File: src/shared/fwp_regs.svh
`ifndef FWP_REGS_SVH
`define FWP_REGS_SVH

// ----------------------------------------
// array geometry
// ----------------------------------------
`define FWP_AW            20
`define FWP_SZ_W          21
`define FWP_LEN_W         9
`define FWP_ARRAY_TOP     20'hfffff
`define FWP_ARRAY_SIZE    21'h100000
`define FWP_COARSE_UNIT   21'h010000
`define FWP_FINE_UNIT     21'h001000
`define FWP_FINE_MAX      21'h008000
`define FWP_SECTOR_MASK   20'h00fff
`define FWP_BLOCK_MASK    20'h0ffff
`define FWP_PAGE_OFS_W    8
`define FWP_PAGE_BYTES    9'h100
`define FWP_ERASE_BYTE    8'hff

// ----------------------------------------
// protect-level code points
// ----------------------------------------
`define FWP_BP_NONE       3'h0
`define FWP_BP_STEP       3'h1
`define FWP_BP_FINE_CAP   3'h4
`define FWP_BP_COARSE_ALL 3'h5
`define FWP_BP_ALL_MIN    3'h6

`endif

File: src/shared/fwp_pkg.sv
`include "fwp_regs.svh"

package fwp_pkg;

    // ----------------------------------------
    // commands handed over by the serial decoder
    // ----------------------------------------
    typedef enum logic [3:0] {
        CMD_NOP          = 4'h0,
        CMD_WRITE_UNLOCK = 4'h1,
        CMD_PAGE_WRITE   = 4'h2,
        CMD_FOUR_K_WIPE  = 4'h3,
        CMD_BLOCK_WIPE   = 4'h4,
        CMD_CHIP_WIPE    = 4'h5,
        CMD_STATUS_WRITE = 4'h6,
        CMD_SLEEP_ENTER  = 4'h7,
        CMD_WAKE_AND_ID  = 4'h8
    } fwp_cmd_e;

    typedef enum logic [1:0] {
        ST_IDLE  = 2'b00,
        ST_BUSY  = 2'b01,
        ST_SLEEP = 2'b10
    } fwp_state_e;

    typedef enum logic [1:0] {
        PWR_STANDBY = 2'b00,
        PWR_ACTIVE  = 2'b01,
        PWR_DEEP    = 2'b10
    } fwp_pwr_e;

    // ----------------------------------------
    // carriers
    // ----------------------------------------
    typedef struct packed {
        logic                   valid;
        fwp_cmd_e               code;
        logic [`FWP_AW-1:0]     addr;
        logic [`FWP_LEN_W-1:0]  len;
        logic                   aligned;
    } fwp_cmd_s;

    typedef struct packed {
        logic       invert_protection;
        logic       fine_grain_select;
        logic       top_bottom_select;
        logic [2:0] protect_level;
    } fwp_prot_s;

    typedef struct packed {
        logic               empty;
        logic [`FWP_AW-1:0] lo;
        logic [`FWP_AW-1:0] hi;
    } fwp_range_s;

    typedef struct packed {
        fwp_cmd_e               kind;
        logic [`FWP_AW-1:0]     addr;
        logic [`FWP_LEN_W-1:0]  len;
    } fwp_op_s;

endpackage

File: src/core/fwp_gate.sv
`timescale 1ns/1ps
`include "fwp_regs.svh"

// Overview of operation
// [RQ1] invert clear: 000 none, else edge range
// [RQ2] invert set: exact complement of that range
// [RQ3] program/erase touching protected range is ignored
// [RQ4] host unlocks in own frame before program
// [RQ5] page program up to 256 bytes, one page
// [RQ6] program only clears bits; erase writes ffh
// [RQ7] sector, block and chip erase start cycle
// [RQ8] erase refused without prior write unlock
// [RQ9] busy flag high through every internal cycle
// [RQ10] active while selected or busy, else standby
// [RQ11] deep sleep only on sleep command
// [RQ12] deep sleep left only by wake command
// [RQ13] deep sleep ignores everything but wake
// [RQ14] host polls busy flag before next write
// [RQ15] unlock latch cleared at cycle end, reset
// [RQ16] unaligned write-class frames are ignored
// [RQ17] busy cycle ignores all other commands
// [RQ18] protection decided once, at acceptance
// [RQ19] busy flag and latch drop together
// [RQ20] protection reject returns idle, no busy
module fwp_gate (
    // clock and reset
    input  wire logic                  CLK,
    input  wire logic                  SYS_RST,
    input  wire logic                  CE,
    // chip select pin
    input  wire logic                  CS_N,
    // decoded command and stored settings
    input  wire fwp_pkg::fwp_cmd_s     CMD,
    input  wire fwp_pkg::fwp_prot_s    PROT,
    // array sequencer handshake
    input  wire logic                  ARR_DONE,
    input  wire logic                  MERGE_REQ,
    input  wire logic [7:0]            MERGE_OLD,
    input  wire logic [7:0]            MERGE_NEW,
    output logic                       ARR_START,
    output fwp_pkg::fwp_op_s           ARR_OP,
    output logic                       MERGE_VALID,
    output logic [7:0]                 MERGE_BYTE,
    // status
    output logic                       CYCLE_IN_PROGRESS_FLAG,
    output logic                       WRITE_UNLOCK_LATCH,
    output logic                       PROT_REJECT,
    output fwp_pkg::fwp_pwr_e          POWER_STATE
);

    // ----------------------------------------
    // protected range decode
    // ----------------------------------------
    function automatic fwp_pkg::fwp_range_s prot_range(input fwp_pkg::fwp_prot_s p);
        logic [`FWP_SZ_W-1:0] sz;
        logic [`FWP_SZ_W-1:0] rest;
        logic                 all;
        logic                 none;
        fwp_pkg::fwp_range_s  r;
        sz   = '0;
        all  = 1'b0;
        none = 1'b0;
        if (p.protect_level == `FWP_BP_NONE) begin
            none = 1'b1;                                                   // [RQ1]
        end else if (p.protect_level >= `FWP_BP_ALL_MIN) begin
            all = 1'b1;
        end else if (!p.fine_grain_select) begin
            if (p.protect_level >= `FWP_BP_COARSE_ALL) begin
                all = 1'b1;
            end else begin
                sz = `FWP_COARSE_UNIT << (p.protect_level - `FWP_BP_STEP); // [RQ1]
            end
        end else if (p.protect_level >= `FWP_BP_FINE_CAP) begin
            sz = `FWP_FINE_MAX;
        end else begin
            sz = `FWP_FINE_UNIT << (p.protect_level - `FWP_BP_STEP);       // [RQ1]
        end
        rest    = `FWP_ARRAY_SIZE - sz;
        r.empty = p.invert_protection ? all : none;                        // [RQ2]
        if (all || none) begin
            r.lo = '0;
            r.hi = `FWP_ARRAY_TOP;
        end else if (p.top_bottom_select ^ p.invert_protection) begin
            // low edge: plain bottom range, or complement of a top range
            r.lo = '0;
            r.hi = p.invert_protection ? rest[`FWP_AW-1:0] - 20'h00001     // [RQ2]
                                       : sz[`FWP_AW-1:0] - 20'h00001;
        end else begin
            r.lo = p.invert_protection ? sz[`FWP_AW-1:0] : rest[`FWP_AW-1:0];
            r.hi = `FWP_ARRAY_TOP;
        end
        return r;
    endfunction

    // ----------------------------------------
    // chip select synchroniser
    // ----------------------------------------
    logic cs_n_meta_q, cs_n_meta_d;
    logic cs_n_sync_q, cs_n_sync_d;

    // pin is asynchronous to CLK, two stages before use
    always_comb begin
        cs_n_meta_d = CS_N;
        cs_n_sync_d = cs_n_meta_q;
    end

    always_ff @(posedge CLK) begin
        if (SYS_RST) begin
            cs_n_meta_q <= 1'b1;
            cs_n_sync_q <= 1'b1;
        end else if (CE) begin
            cs_n_meta_q <= cs_n_meta_d;
            cs_n_sync_q <= cs_n_sync_d;
        end
    end

    // ----------------------------------------
    // admission and cycle sequencing
    // ----------------------------------------
    fwp_pkg::fwp_state_e state_q, state_d;
    fwp_pkg::fwp_op_s    op_q, op_d;
    fwp_pkg::fwp_pwr_e   pwr_q, pwr_d;
    fwp_pkg::fwp_range_s prange;
    logic                ulk_q, ulk_d;
    logic                bsy_q, bsy_d;
    logic                start_q, start_d;
    logic                rej_q, rej_d;
    logic [`FWP_AW-1:0]  tgt_lo;
    logic [`FWP_AW-1:0]  tgt_hi;
    logic [`FWP_LEN_W:0] page_end;
    logic                is_array;
    logic                is_write;
    logic                page_ok;
    logic                overlap;

    // target span of the incoming command
    always_comb begin
        prange   = prot_range(PROT);                                       // [RQ18]
        page_end = {1'b0, 1'b0, CMD.addr[`FWP_PAGE_OFS_W-1:0]} + {1'b0, CMD.len};
        page_ok  = (CMD.len != '0) && (page_end <= {1'b0, `FWP_PAGE_BYTES}); // [RQ5]
        tgt_lo   = CMD.addr;
        tgt_hi   = CMD.addr + {{(`FWP_AW-`FWP_LEN_W){1'b0}}, CMD.len} - 20'h00001;
        unique case (CMD.code)
            fwp_pkg::CMD_FOUR_K_WIPE: begin
                tgt_lo = CMD.addr & ~`FWP_SECTOR_MASK;                     // [RQ7]
                tgt_hi = CMD.addr | `FWP_SECTOR_MASK;
            end
            fwp_pkg::CMD_BLOCK_WIPE: begin
                tgt_lo = CMD.addr & ~`FWP_BLOCK_MASK;                      // [RQ7]
                tgt_hi = CMD.addr | `FWP_BLOCK_MASK;
            end
            fwp_pkg::CMD_CHIP_WIPE: begin
                tgt_lo = '0;                                               // [RQ7]
                tgt_hi = `FWP_ARRAY_TOP;
            end
            default: begin
            end
        endcase
        is_array = (CMD.code == fwp_pkg::CMD_PAGE_WRITE) || (CMD.code == fwp_pkg::CMD_FOUR_K_WIPE)
                || (CMD.code == fwp_pkg::CMD_BLOCK_WIPE) || (CMD.code == fwp_pkg::CMD_CHIP_WIPE);
        is_write = is_array || (CMD.code == fwp_pkg::CMD_STATUS_WRITE);
        overlap  = !prange.empty && (tgt_lo <= prange.hi) && (tgt_hi >= prange.lo); // [RQ3]
    end

    // next state; commands arrive as one-cycle strobes from the decoder
    always_comb begin
        state_d = state_q;
        op_d    = op_q;
        ulk_d   = ulk_q;
        start_d = 1'b0;
        rej_d   = 1'b0;
        unique case (state_q)
            fwp_pkg::ST_IDLE: begin
                if (CMD.valid && CMD.code == fwp_pkg::CMD_SLEEP_ENTER) begin
                    state_d = fwp_pkg::ST_SLEEP;                           // [RQ11]
                end else if (CMD.valid && CMD.aligned) begin                // [RQ16]
                    if (CMD.code == fwp_pkg::CMD_WRITE_UNLOCK) begin
                        ulk_d = 1'b1;
                    end else if (is_write && ulk_q) begin                    // [RQ8]
                        if (is_array && overlap) begin
                            rej_d = 1'b1;                                    // [RQ20]
                        end else if (CMD.code != fwp_pkg::CMD_PAGE_WRITE || page_ok) begin
                            state_d = fwp_pkg::ST_BUSY;                      // [RQ9]
                            start_d = 1'b1;
                            op_d    = '{kind: CMD.code, addr: CMD.addr, len: CMD.len};
                        end
                    end
                end
            end
            fwp_pkg::ST_BUSY: begin
                // commands ignored while busy; range decision held in op_q
                if (ARR_DONE) begin                                          // [RQ17]
                    state_d = fwp_pkg::ST_IDLE;
                    ulk_d   = 1'b0;                                          // [RQ15]
                end
            end
            fwp_pkg::ST_SLEEP: begin // [RQ13] only wake leaves
                if (CMD.valid && CMD.code == fwp_pkg::CMD_WAKE_AND_ID) begin
                    state_d = fwp_pkg::ST_IDLE;                              // [RQ12]
                end
            end
            default: begin
                state_d = fwp_pkg::ST_IDLE;
            end
        endcase
        bsy_d = (state_d == fwp_pkg::ST_BUSY);                               // [RQ19]
        if (state_d == fwp_pkg::ST_SLEEP) begin
            pwr_d = fwp_pkg::PWR_DEEP;
        end else if (!cs_n_sync_q || state_d == fwp_pkg::ST_BUSY) begin
            pwr_d = fwp_pkg::PWR_ACTIVE;                                     // [RQ10]
        end else begin
            pwr_d = fwp_pkg::PWR_STANDBY;
        end
    end

    always_ff @(posedge CLK) begin
        if (SYS_RST) begin
            state_q <= fwp_pkg::ST_IDLE;
            op_q    <= '0;
            ulk_q   <= 1'b0;
            bsy_q   <= 1'b0;
            start_q <= 1'b0;
            rej_q   <= 1'b0;
            pwr_q   <= fwp_pkg::PWR_STANDBY;
        end else if (CE) begin
            state_q <= state_d;
            op_q    <= op_d;
            ulk_q   <= ulk_d;
            bsy_q   <= bsy_d;
            start_q <= start_d;
            rej_q   <= rej_d;
            pwr_q   <= pwr_d;
        end
    end

    // ----------------------------------------
    // array data merge
    // ----------------------------------------
    logic       mval_q, mval_d;
    logic [7:0] mbyte_q, mbyte_d;

    // and-merge makes a program unable to raise any bit
    always_comb begin
        mval_d  = MERGE_REQ && (state_q == fwp_pkg::ST_BUSY)
               && (op_q.kind != fwp_pkg::CMD_STATUS_WRITE);
        mbyte_d = (op_q.kind == fwp_pkg::CMD_PAGE_WRITE) ? (MERGE_OLD & MERGE_NEW) // [RQ6]
                                                         : `FWP_ERASE_BYTE;
    end

    always_ff @(posedge CLK) begin
        if (SYS_RST) begin
            mval_q  <= 1'b0;
            mbyte_q <= `FWP_ERASE_BYTE;
        end else if (CE) begin
            mval_q  <= mval_d;
            mbyte_q <= mbyte_d;
        end
    end

    assign ARR_START              = start_q;
    assign ARR_OP                 = op_q;
    assign MERGE_VALID            = mval_q;
    assign MERGE_BYTE             = mbyte_q;
    assign CYCLE_IN_PROGRESS_FLAG = bsy_q;
    assign WRITE_UNLOCK_LATCH     = ulk_q;
    assign PROT_REJECT            = rej_q;
    assign POWER_STATE            = pwr_q;
endmodule

File: config.mk
export PLATFORM = sky130hd
export DESIGN_NAME = fwp_gate
export DESIGN_NICKNAME = d
export VERILOG_FILES = /design/src/shared/fwp_pkg.sv /design/src/core/fwp_gate.sv
export VERILOG_INCLUDE_DIRS = /design/src /design/src/shared
export SDC_FILE = /design/constraint.sdc
export NUM_CORES = 1
export LEC_CHECK = 0
export BUFFER_PORTS_ARGS = -buffer_cell sky130_fd_sc_hd__buf_2
export CORE_ASPECT_RATIO = 0.9
export CORE_MARGIN = 4
export CORE_UTILIZATION = 25
export DETAILED_ROUTE_END_ITERATION = 7
export GPL_TIMING_DRIVEN = 0
export HOLD_SLACK_MARGIN = 0.06
export PLACE_DENSITY_LB_ADDON = 0.15
export SYNTH_ARGS = -nofsm -noshare
export SYNTH_HDL_FRONTEND = slang
export SYNTH_SLANG_ARGS = --single-unit
File: constraint.sdc
create_clock -name CLK -period 8.1 [get_ports CLK]
set_input_delay 2.025 -clock CLK [delete_from_list [all_inputs] [get_ports CLK]]
set_output_delay 2.025 -clock CLK [all_outputs]
set_load 0.02 [all_outputs]
### Word level (Yosys, flattened, before mapping)

Cells that the tools add are included.

| cells by class | value |
|---|---|
| shift operators | 2 |
| multiplexer cells | 47 |
| magnitude comparators | 6 |
| bitwise logic cells | 5 |
| reductions and logical operators | 25 |
| add/subtract/negate cells | 7 |
| equal/unequal tests | 19 |

Operator list:

| kind | count |
|---|---|
| two-way mux 20 bit | 7 |
| one-hot mux 20 bit (3 select lines) | 2 |
| two-way mux 40 bit | 2 |
| subtractor 20 x 1 -> 20 bit, second input constant | 3 |
| two-way mux 1 bit | 24 |
| adder 20 x 9 -> 20 bit | 1 |
| >= comparator 20 bit | 1 |
| less-or-equal comparator 20 bit | 1 |
| << shifter 13 x 3 -> 20 bit, first input constant | 1 |
| << shifter 17 x 3 -> 20 bit, first input constant | 1 |
| subtractor 1 x 20 -> 20 bit, first input constant | 1 |
| two-way mux 2 bit | 9 |
| equality test 4 x 3 -> 1 bit, second input constant | 4 |
| equality test 4 x 2 -> 1 bit, second input constant | 3 |
| adder 8 x 9 -> 10 bit | 1 |
| less-or-equal comparator 10 x 9 -> 1 bit, second input constant | 1 |
| logical AND 1 bit | 10 |
| >= comparator 3 bit, second input constant | 3 |
| nonzero test 9 bit | 1 |
| AND 8 bit | 1 |
| two-way mux 8 bit | 1 |
| != test 2 bit, second input constant | 4 |
| AND reduction 8 bit | 1 |
| logical OR 1 bit | 7 |
| 16 further kinds | 21 |

| word-level totals | value |
|---|---|
| output and inout port bits | 48 |
| word-level logic and storage cells | 124 |
| register bits after elaboration | 52 |
| input bits | 63 |

### Depth between registers and ports, before layout

Gate-level depths: netlist (run 1).

| logic depth | value |
|---|---|
| word-level depth | 25 |
| mapped depth | 24 |
| depth with buffers taken out | 20 |

### Least setup slack after synthesis (run 1)

Ideal clock, no wire load.

| timing path | value |
|---|---|
| path kind | input port to flip-flop |
| start | input port PROT[1] (netlist bit) |
| end | register op_q, in the netlist ARR_OP[30] |
| cell stages on the path | 23 |
| path buffers | 3 |
| data required time | 7.982 ns |
| path slack | 1.493 ns |
| setup time | 0.118 ns |
| arrival | 6.489 ns |
| path through | buf_2 > nor2_4 > ha_1 > nand3b_1 > nor2b_1 > inv_1 > ha_1 > nand2b_1 > xnor2_1 > a2111oi_4 > nor4b_2 > xor2_1 > nor2_1 > ha_1 > and4_1 > nand3_1 > or4_4 > a221oi_2 > nor2b_1 > o2111a_1 > buf_6 > buf_12 > mux2i_1 |

| on the way | value |
|---|---|
| cells in the longest elaborated chain, start to end | 17 |
| elaborated cells between the ends (all ways) | 34 |
| classes of those cells | add/sub: 4; order compare: 5; shift: 2; mux: 15; bitwise: 1; reduce/logical: 7 |

Ends and longest elaborated chain:

| what | RTL line | RTL |
|---|---|---|
| from (decl) | fwp_gate.sv:34 | `input wire fwp_pkg::fwp_prot_s PROT,` |
| subtractor 3 x 1 -> 3 bit (no line) | - |  |
| << shifter 17 x 3 -> 20 bit (no line) / << shifter 13 x 3 -> 20 bit (equally long branches) | - |  |
| two-way mux 20 bit, on equally long branches | fwp_gate.sv:68, fwp_gate.sv:73 |  |
| two-way mux 20 bit | fwp_gate.sv:67 | `end else if (!p.fine_grain_select) begin` |
| two-way mux 20 bit | fwp_gate.sv:65 | `` end else if (p.protect_level >= `FWP_BP_ALL_MIN) begin `` |
| two-way mux 20 bit | fwp_gate.sv:63 | `` if (p.protect_level == `FWP_BP_NONE) begin `` |
| subtractor 1 x 20 -> 20 bit (no line) | - |  |
| subtractor 20 x 1 -> 20 bit | fwp_gate.sv:86 | `` r.hi = p.invert_protection ? rest[`FWP_AW-1:0] - 20'h00001 `` |
| two-way mux 20 bit | fwp_gate.sv:86 |  |
| two-way mux 40 bit | fwp_gate.sv:83 | `end else if (p.top_bottom_select ^ p.invert_protection) begin` |
| two-way mux 40 bit | fwp_gate.sv:80 | `if (all \|\| none) begin` |
| less-or-equal comparator 20 bit | fwp_gate.sv:162 | `overlap = !prange.empty && (tgt_lo <= prange.hi) && (tgt_hi >= prange.lo);` |
| logical AND 1 bit | fwp_gate.sv:162 |  |
| logical AND 1 bit * | fwp_gate.sv:162 |  |
| logical AND 1 bit * | fwp_gate.sv:180 | `if (is_array && overlap) begin` |
| NOT 1 bit (no line) * | - |  |
| AND reduction 8 bit (no line) * | - |  |
| to (signal assigned) | fwp_gate.sv:227 | `op_q <= op_d;` |
| to (decl) | fwp_gate.sv:121 | `fwp_pkg::fwp_op_s op_q, op_d;` |

Every way passes the cells marked *; elsewhere a longest branch is shown, timed or not.
A chain may end at the register's enable or synchronous reset.

### Worst setup path after layout (run 1)

| timing path | value |
|---|---|
| start | input port PROT[2] (netlist bit) |
| end | register op_q, in the netlist ARR_OP[20] |

Same word-level chain as after synthesis.

==> qor.yml, run 1 <==
run_status:
  outcome: "completed"
synth:
  synth_edf_count: 0
  syn_area_um2: 5030
  synth_nets: 764
  synth-seq-cells: 52
  ys_warn_count: 0
  ys_seq_area_share_pct: 20.7
  yosys_most_used_dff: "dfxtp_1"
  synth.area.top_cells: "dfxtp_1 21%, ha_1 14%, nand2b_1 8.6%"
  syn_avg_cell_area_um2: 7.81
  syn_inst: 644
  synth_top_area_share_pct: 20.7
  async_flop_share_pct: 0
  synth_top_cell_by_area: "dfxtp_1"
  synth_cell_types: 68
clocking:
  cts_resized: 0
  cts_buffers: 5
  cts_buffer_depth: 2
  path_clk_slew_ns: 0.08
  clk_latency_ns: 0.31
  clockRootBuffer: "clkbuf_16"
  clock-sinks: 52
  h-tree-depth: 2
  post_cts.repair.setup_buffers: 0
  cts_tree: "yes"
  hold_buffers: 0
floorplanning:
  die_x_um: 158
  dieArea_um2: 22500
  die_y_um: 143
  initial_core_util_pct: 25.9
  ioPinCount: 111
  coreArea_um2: 19500
  rows: 48
cells_and_area:
  fin_cells: 1007
  fill_cells: 2172
  layout-drive-gt1-share_pct: 18.9
  nets: 875
  syn_to_final_growth_pct: 19.6
grt:
  grt_use_total_pct: 14.0
  grt_overflow: 0
  grt_max_degree: 19
  grt_pass1_wl_um: 25200
  antenna_found_initial: 0
  grt_pass1_vias: 4544
routing:
  final_antenna_net_count: 0
  drc_errors: 0
  wl_per_cell_um: 15.7
  dr.pass1.iters: 4
  routed_wl_um: 15800
  first_iter_violations: 242
  vias: 4765
  via_per_inst: 4.73
critical_path:
  cp.arrival_ns: 7.48
  end_kind: "flip-flop"
  cp_slowest_cell: "a2111oi_4"
  crit_chain: "buf_2, buf_2, inv_1, ha_1, nand3b_1, nor2b_1, inv_1, ha_1, nand2b_1, xnor2_1, a2111oi_4, nor4b_2, xor2_1, nor2_1, ha_1, and4_1, nand3_1, or4_4, a221oi_2, nor2b_1, o2111a_1, buf_6, buf_12, mux2i_1"
  r2r_start: "state_q[1]$_SDFFE_PP0P_"
  cp_common_cell: "ha_1"
  ff2ff_path_depth: 7
  worst_ep_required_time_ns: 8.30
  cp_max_fo: 10
  timing.rr.end: "ARR_OP[20]$_SDFFE_PP0P_"
  cp_slowest_stage_delay_ns: 0.46
  path_class: "input port to flip-flop"
  worstSetupStartpointType: "input port"
  rrSetupSlack_ns: 5.95
sta:
  slew-limit-headroom_pct: 45.6
  rsz0062_at_grt: "false"
  layout_min_cycle_time_ns: 7.28
  finalHoldViolations: 0
  final.period_utilization_pct: 89.9
  clock.fmax_mhz: 137
  setup_viol: 0
  fin_worst_skew_ns: 0.00779
  final.setup.tns_ns: 0
  worst_slew_pin_slew_ns: 0.796
  slew_violations: 0
placed_design:
  dp_cells: 998
  place.gp.congestion: 0.824
  dp_hpwl_um: 13000
  port_buffers: 104
run:
  cap_violations: 0
min_path:
  min_from: "POWER_STATE[1]$_SDFFE_PP0P_"
  hp-class: "flip-flop to flip-flop"
  hold_end: "POWER_STATE[1]$_SDFFE_PP0P_"
  worstHoldPathCells: 1
power:
  powerDensity_nw_per_um2: 121
  vdd_drop_max_uv: 73.5
  power_mw: 0.731
  leakage_nw: 2.69
[cell usage in the layout, fill, tap and decap left out, types with 4 or more instances in the layout]
master	n
a31oi_1	7
o21bai_1	9
o21a_1	4
nand3b_1	5
o22ai_1	4
mux2i_1	32
clkbuf_1	17
clkbuf_16	5
xor2_1	11
or2_2	4
ha_1	55
nand4_1	6
nand2b_1	69
o21ai_0	29
buf_2	111
nor2_1	44
nor3b_1	4
a21o_1	10
and4_1	6
inv_1	63
xnor2_1	13
nand2_1	31
dfxtp_1	52
nand3_1	13
nor3_1	16
nor4_1	4
a21oi_1	46
nor2b_1	13
and3_1	6
[critical path, delay by kind of cell]
family / cells / cell delay (ns)
AO/OA/AOI/OAI: 3 / 0.93
XOR/XNOR: 2 / 0.39
adder cells (fa/ha/maj): 3 / 0.95
buffers and inverters: 6 / 0.86
multiplexers: 1 / 0.12
AND/OR/NAND/NOR: 9 / 2.17
[report_power, final]
part	switching (mW)	internal [mW]	total, mW
clock network	0.112	0.118	0.230
logic	0.142	0.100	0.242
registers	0.00145	0.258	0.259
total	0.255	0.476	0.731
[through the flow]
| step | area, um^2 | utilization, % | hold slack (ns) | setup slack (ns) |
|---|---|---|---|---|
| finish | 6020 | 30.9 | 0.461 | 0.818 |
| global route | 6020 | 30.9 | 0.490 | 0.426 |
| CTS | 6020 | 30.9 | 0.465 | 0.885 |
| detailed placement | 5870 | 30.1 | 0.445 | 0.568 |
| global placement | 5870 | 30.1 | 0.433 | 0.531 |
| floorplan | 5030 | - | 0.423 | 1.49 |
[logic make-up (layout without fill, tap and decap cells)]
group | Yosys count | after routing | share of synthesized area [%]
xor gates and xnor gates | 24 | 24 | 4.18
other | 0 | 1 | 0
DFF | 52 | 52 | 20.7
and+or+nand+nor | 236 | 236 | 26.2
adders and majority gates | 57 | 57 | 14.5
muxes | 33 | 33 | 6.59
AOI/OAI and AO/OA | 148 | 148 | 19.3
buffers and inverters | 94 | 206 | 8.53
[state kept, by name (all words and copies together) (netlist names)]
name                    cells
state_q                     2
ARR_OP                     33
cs_n_meta_q                 1
PROT_REJECT                 1
WRITE_UNLOCK_LATCH          1
MERGE_BYTE                  8
CYCLE_IN_PROGRESS_FLAG      1
ARR_START                   1
cs_n_sync_q                 1
POWER_STATE                 2
MERGE_VALID                 1
[how the worst max path moves through the flow]
stage | from | to | slack [ns] | cells after the start
detailed placement | PROT[2] | ARR_OP[24]$_SDFFE_PP0P_ | 0.57 | 24
global placement | PROT[2] | ARR_OP[20]$_SDFFE_PP0P_ | 0.53 | 24
finish | PROT[2] | ARR_OP[20]$_SDFFE_PP0P_ | 0.82 | 24
global route | PROT[2] | ARR_OP[23]$_SDFFE_PP0P_ | 0.43 | 25
CTS | PROT[2] | ARR_OP[24]$_SDFFE_PP0P_ | 0.88 | 24
floorplan | PROT[1] | ARR_OP[30]$_SDFFE_PP0P_ | 1.49 | 23
[synthesized netlist by cell type (5+ instances only)]
cell type,count
a21o_1,10
ha_1,55
xor2_1,11
mux2i_1,32
xnor2_1,13
a31oi_1,7
nand2b_1,69
a21oi_1,46
nor3_1,16
nor2b_1,13
nand4_1,6
dfxtp_1,52
nand2_1,31
nand3_1,13
nand3b_1,5
clkbuf_1,17
o21bai_1,9
and4_1,6
and3_1,6
o21ai_0,29
nor2_1,44
buf_2,7
inv_1,63
[final cells by class]
type	count	area, um^2	share of cell area (%)
Timing Repair Buffer	104	520	8.65
Multi-Input combinational cell	498	3560	59.2
Tap cell	250	313	5.20
Clock buffer	5	125	2.08
Buffer	31	193	3.20
Sequential cell	52	1040	17.3
Inverter	63	236	3.93
Antenna cell	1	2.50	0.0416
Clock inverter	3	27.5	0.457
[per-layer routing]
metal,vias up,track usage (%),wire (um)
met5,-,0,0
li1,2463,-,-
met2,101,20.8,6390
met4,0,2.90,197
met3,12,1.67,668
met1,2189,21.5,8550
Note: power is estimated with default switching activity, not from simulation.
==> run 2: changes to the inputs <==
MAX_ROUTING_LAYER = met4   (was default)
==> qor.yml, run 2 (synthesis gave the netlist of run 1 again) <==
min_path:
  worstHoldPathCells: 1  # unchanged
  hp-class: "flip-flop to flip-flop"
  hold_end: "POWER_STATE[1]$_SDFFE_PP0P_"
  min_from: "POWER_STATE[1]$_SDFFE_PP0P_"
sta:
  fin_worst_skew_ns: 0.00819  # +0.000406 ns
  final.period_utilization_pct: 89.8  # about the same
  setup_viol: 0  # unchanged
  worst_slew_pin_slew_ns: 0.865  # +0.0688 ns
  whs_ns: 0.461  # +0.0000200 ns
  final.setup.tns_ns: 0  # unchanged
  layout_min_cycle_time_ns: 7.28  # -0.00689 ns
  finalHoldViolations: 0  # unchanged
  slew-limit-headroom_pct: 41.8  # -3.7 points
  slew_violations: 0  # unchanged
  clock.fmax_mhz: 137  # about the same
  rsz0062_at_grt: "false"
grt:
  grt_max_degree: 19  # unchanged
  antenna_found_initial: 0  # unchanged
  grt_pass1_wl_um: 25200  # -0.16%
  grt_use_total_pct: 14.4  # +0.41 points
  grt_pass1_vias: 4536  # -0.18%
  grt_overflow: 0  # unchanged
routing:
  via_per_inst: 4.72  # -0.19%
  vias: 4756  # -0.19%
  first_iter_violations: 265  # +9.5%
  dr.pass1.iters: 4  # unchanged
  final_antenna_net_count: 0  # unchanged
  drc_errors: 0  # unchanged
  wl_per_cell_um: 15.7  # -0.11%
  routed_wl_um: 15800  # -0.11%
cells_and_area:
  layout-drive-gt1-share_pct: 18.9  # unchanged
  syn_to_final_growth_pct: 19.6  # unchanged
  final_common_cell: "buf_2"
  largest_reg_flops: 33  # unchanged
  most-common-layout-cells: "111 x buf_2, 69 x nand2b_1, 63 x inv_1, 55 x ha_1, 52 x dfxtp_1"
  nets: 875  # unchanged
floorplanning:
  initial_core_util_pct: 25.9  # unchanged
  coreArea_um2: 19500  # unchanged
  rows: 48  # unchanged
  die_y_um: 143  # unchanged
  ioPinCount: 111  # unchanged
  dieArea_um2: 22500  # unchanged
  die_x_um: 158  # unchanged
critical_path:
  cp_num_buf_inv: 6  # unchanged
  path_delay_family: "simple AND/OR/NAND/NOR gates"
  crit_chain: "buf_2, buf_2, inv_1, ha_1, nand3b_1, nor2b_1, inv_1, ha_1, nand2b_1, xnor2_1, a2111oi_4, nor4b_2, xor2_1, nor2_1, ha_1, and4_1, nand3_1, or4_4, a221oi_2, nor2b_1, o2111a_1, buf_6, buf_12, mux2i_1"
  worstSetupPathDepth: 24  # unchanged
  ff2ff_path_depth: 7  # unchanged
  end_kind: "flip-flop"
  timing.rr.end: "ARR_OP[20]$_SDFFE_PP0P_"
  worstSetupStartpointType: "input port"
  cp_max_fo: 10  # unchanged
  cp_slowest_cell: "a2111oi_4"
  r2r_start: "state_q[1]$_SDFFE_PP0P_"
  cp_common_cell: "ha_1"
  cp_slowest_stage_delay_ns: 0.46  # about the same
  cp.arrival_ns: 7.47  # about the same
  worst_ep_required_time_ns: 8.30  # about the same
  path_class: "input port to flip-flop"
  rrSetupSlack_ns: 5.96  # about the same
power:
  leakage_nw: 2.69  # unchanged
  vdd_drop_max_uv: 73.4  # -0.24%
  powerDensity_nw_per_um2: 121  # about the same
clocking:
  clk_latency_ns: 0.31  # about the same
  cts_resized: 0  # unchanged
  cts_buffer_depth: 2  # unchanged
  hold_buffers: 0  # unchanged
  h-tree-depth: 2  # unchanged
  cts_tree: "yes"
  cts_buffers: 5  # unchanged
  clockRootBuffer: "clkbuf_16"
  clock-sinks: 52  # unchanged
  path_clk_slew_ns: 0.08  # about the same
  post_cts.repair.setup_buffers: 0  # unchanged
placed_design:
  dp_hpwl_um: 13000  # unchanged
  port_buffers: 104  # unchanged
  place.gp.congestion: 0.840  # +2.0%
run:
  cap_violations: 0  # unchanged
run_status:
  outcome: "completed"
-- run 2: worst register-to-register path, delay by kind of cell (launching register included) --
family / cells / cell delay [ns]
AO/OA/AOI/OAI: 1 / 0.24
multiplexers: 1 / 0.20
flip-flops: 1 / 0.35
AND/OR/NAND/NOR: 3 / 0.94
buffers and inverters: 2 / 0.33
-- run 2: where the power goes --
part / leakage, nW / switching [mW] / total [mW] / internal, mW
combinational: 2.20 / 0.141 / 0.242 / 0.100
sequential: 0.420 / 0.00141 / 0.259 / 0.258
clock: 0.0719 / 0.112 / 0.230 / 0.118
-- run 2: worst max path at each step --
stage	start	end	slack, ns
after floorplan	PROT[1]	ARR_OP[30]$_SDFFE_PP0P_	1.49
after global placement	PROT[2]	ARR_OP[20]$_SDFFE_PP0P_	0.53
after detailed placement	PROT[2]	ARR_OP[24]$_SDFFE_PP0P_	0.57
after CTS	PROT[2]	ARR_OP[24]$_SDFFE_PP0P_	0.88
after global routing	PROT[2]	ARR_OP[23]$_SDFFE_PP0P_	0.43
final	PROT[2]	ARR_OP[20]$_SDFFE_PP0P_	0.82
-- run 2: layer usage --
| metal | track usage (%) | routed length [um] | vias to the layer above |
|---|---|---|---|
| li1 | - | - | 2466 |
| met1 | 21.5 | 8500 | 2182 |
| met2 | 20.8 | 6400 | 97 |
| met3 | 1.67 | 694 | 11 |
| met4 | 2.90 | 193 | 0 |
| met5 | - | 0 | - |
-- run 2: layout make-up --
cell class,count,area [um^2]
diodes,1,2.50
plain buffers,31,193
clock buffers,5,125
clock inverters,3,27.5
fillers,2172,13400
inverters,63,236
multi-input cells,498,3560
flip-flops and latches,52,1040
well taps,250,313
repair buffers,104,520
-- run 2: through the flow --
stage | cells | instance area [um^2] | utilization [%] | power, mW | worst slack (ns)
after floorplan | 644 | 5030 | - | 0.435 | 1.49
after global placement | 998 | 5870 | 30.1 | 0.507 | 0.531
after detailed placement | 998 | 5870 | 30.1 | 0.505 | 0.568
after CTS | 1006 | 6020 | 30.9 | 0.741 | 0.885
after global routing | 1006 | 6020 | 30.9 | 0.783 | 0.426
final | 1007 | 6020 | 30.9 | 0.730 | 0.825
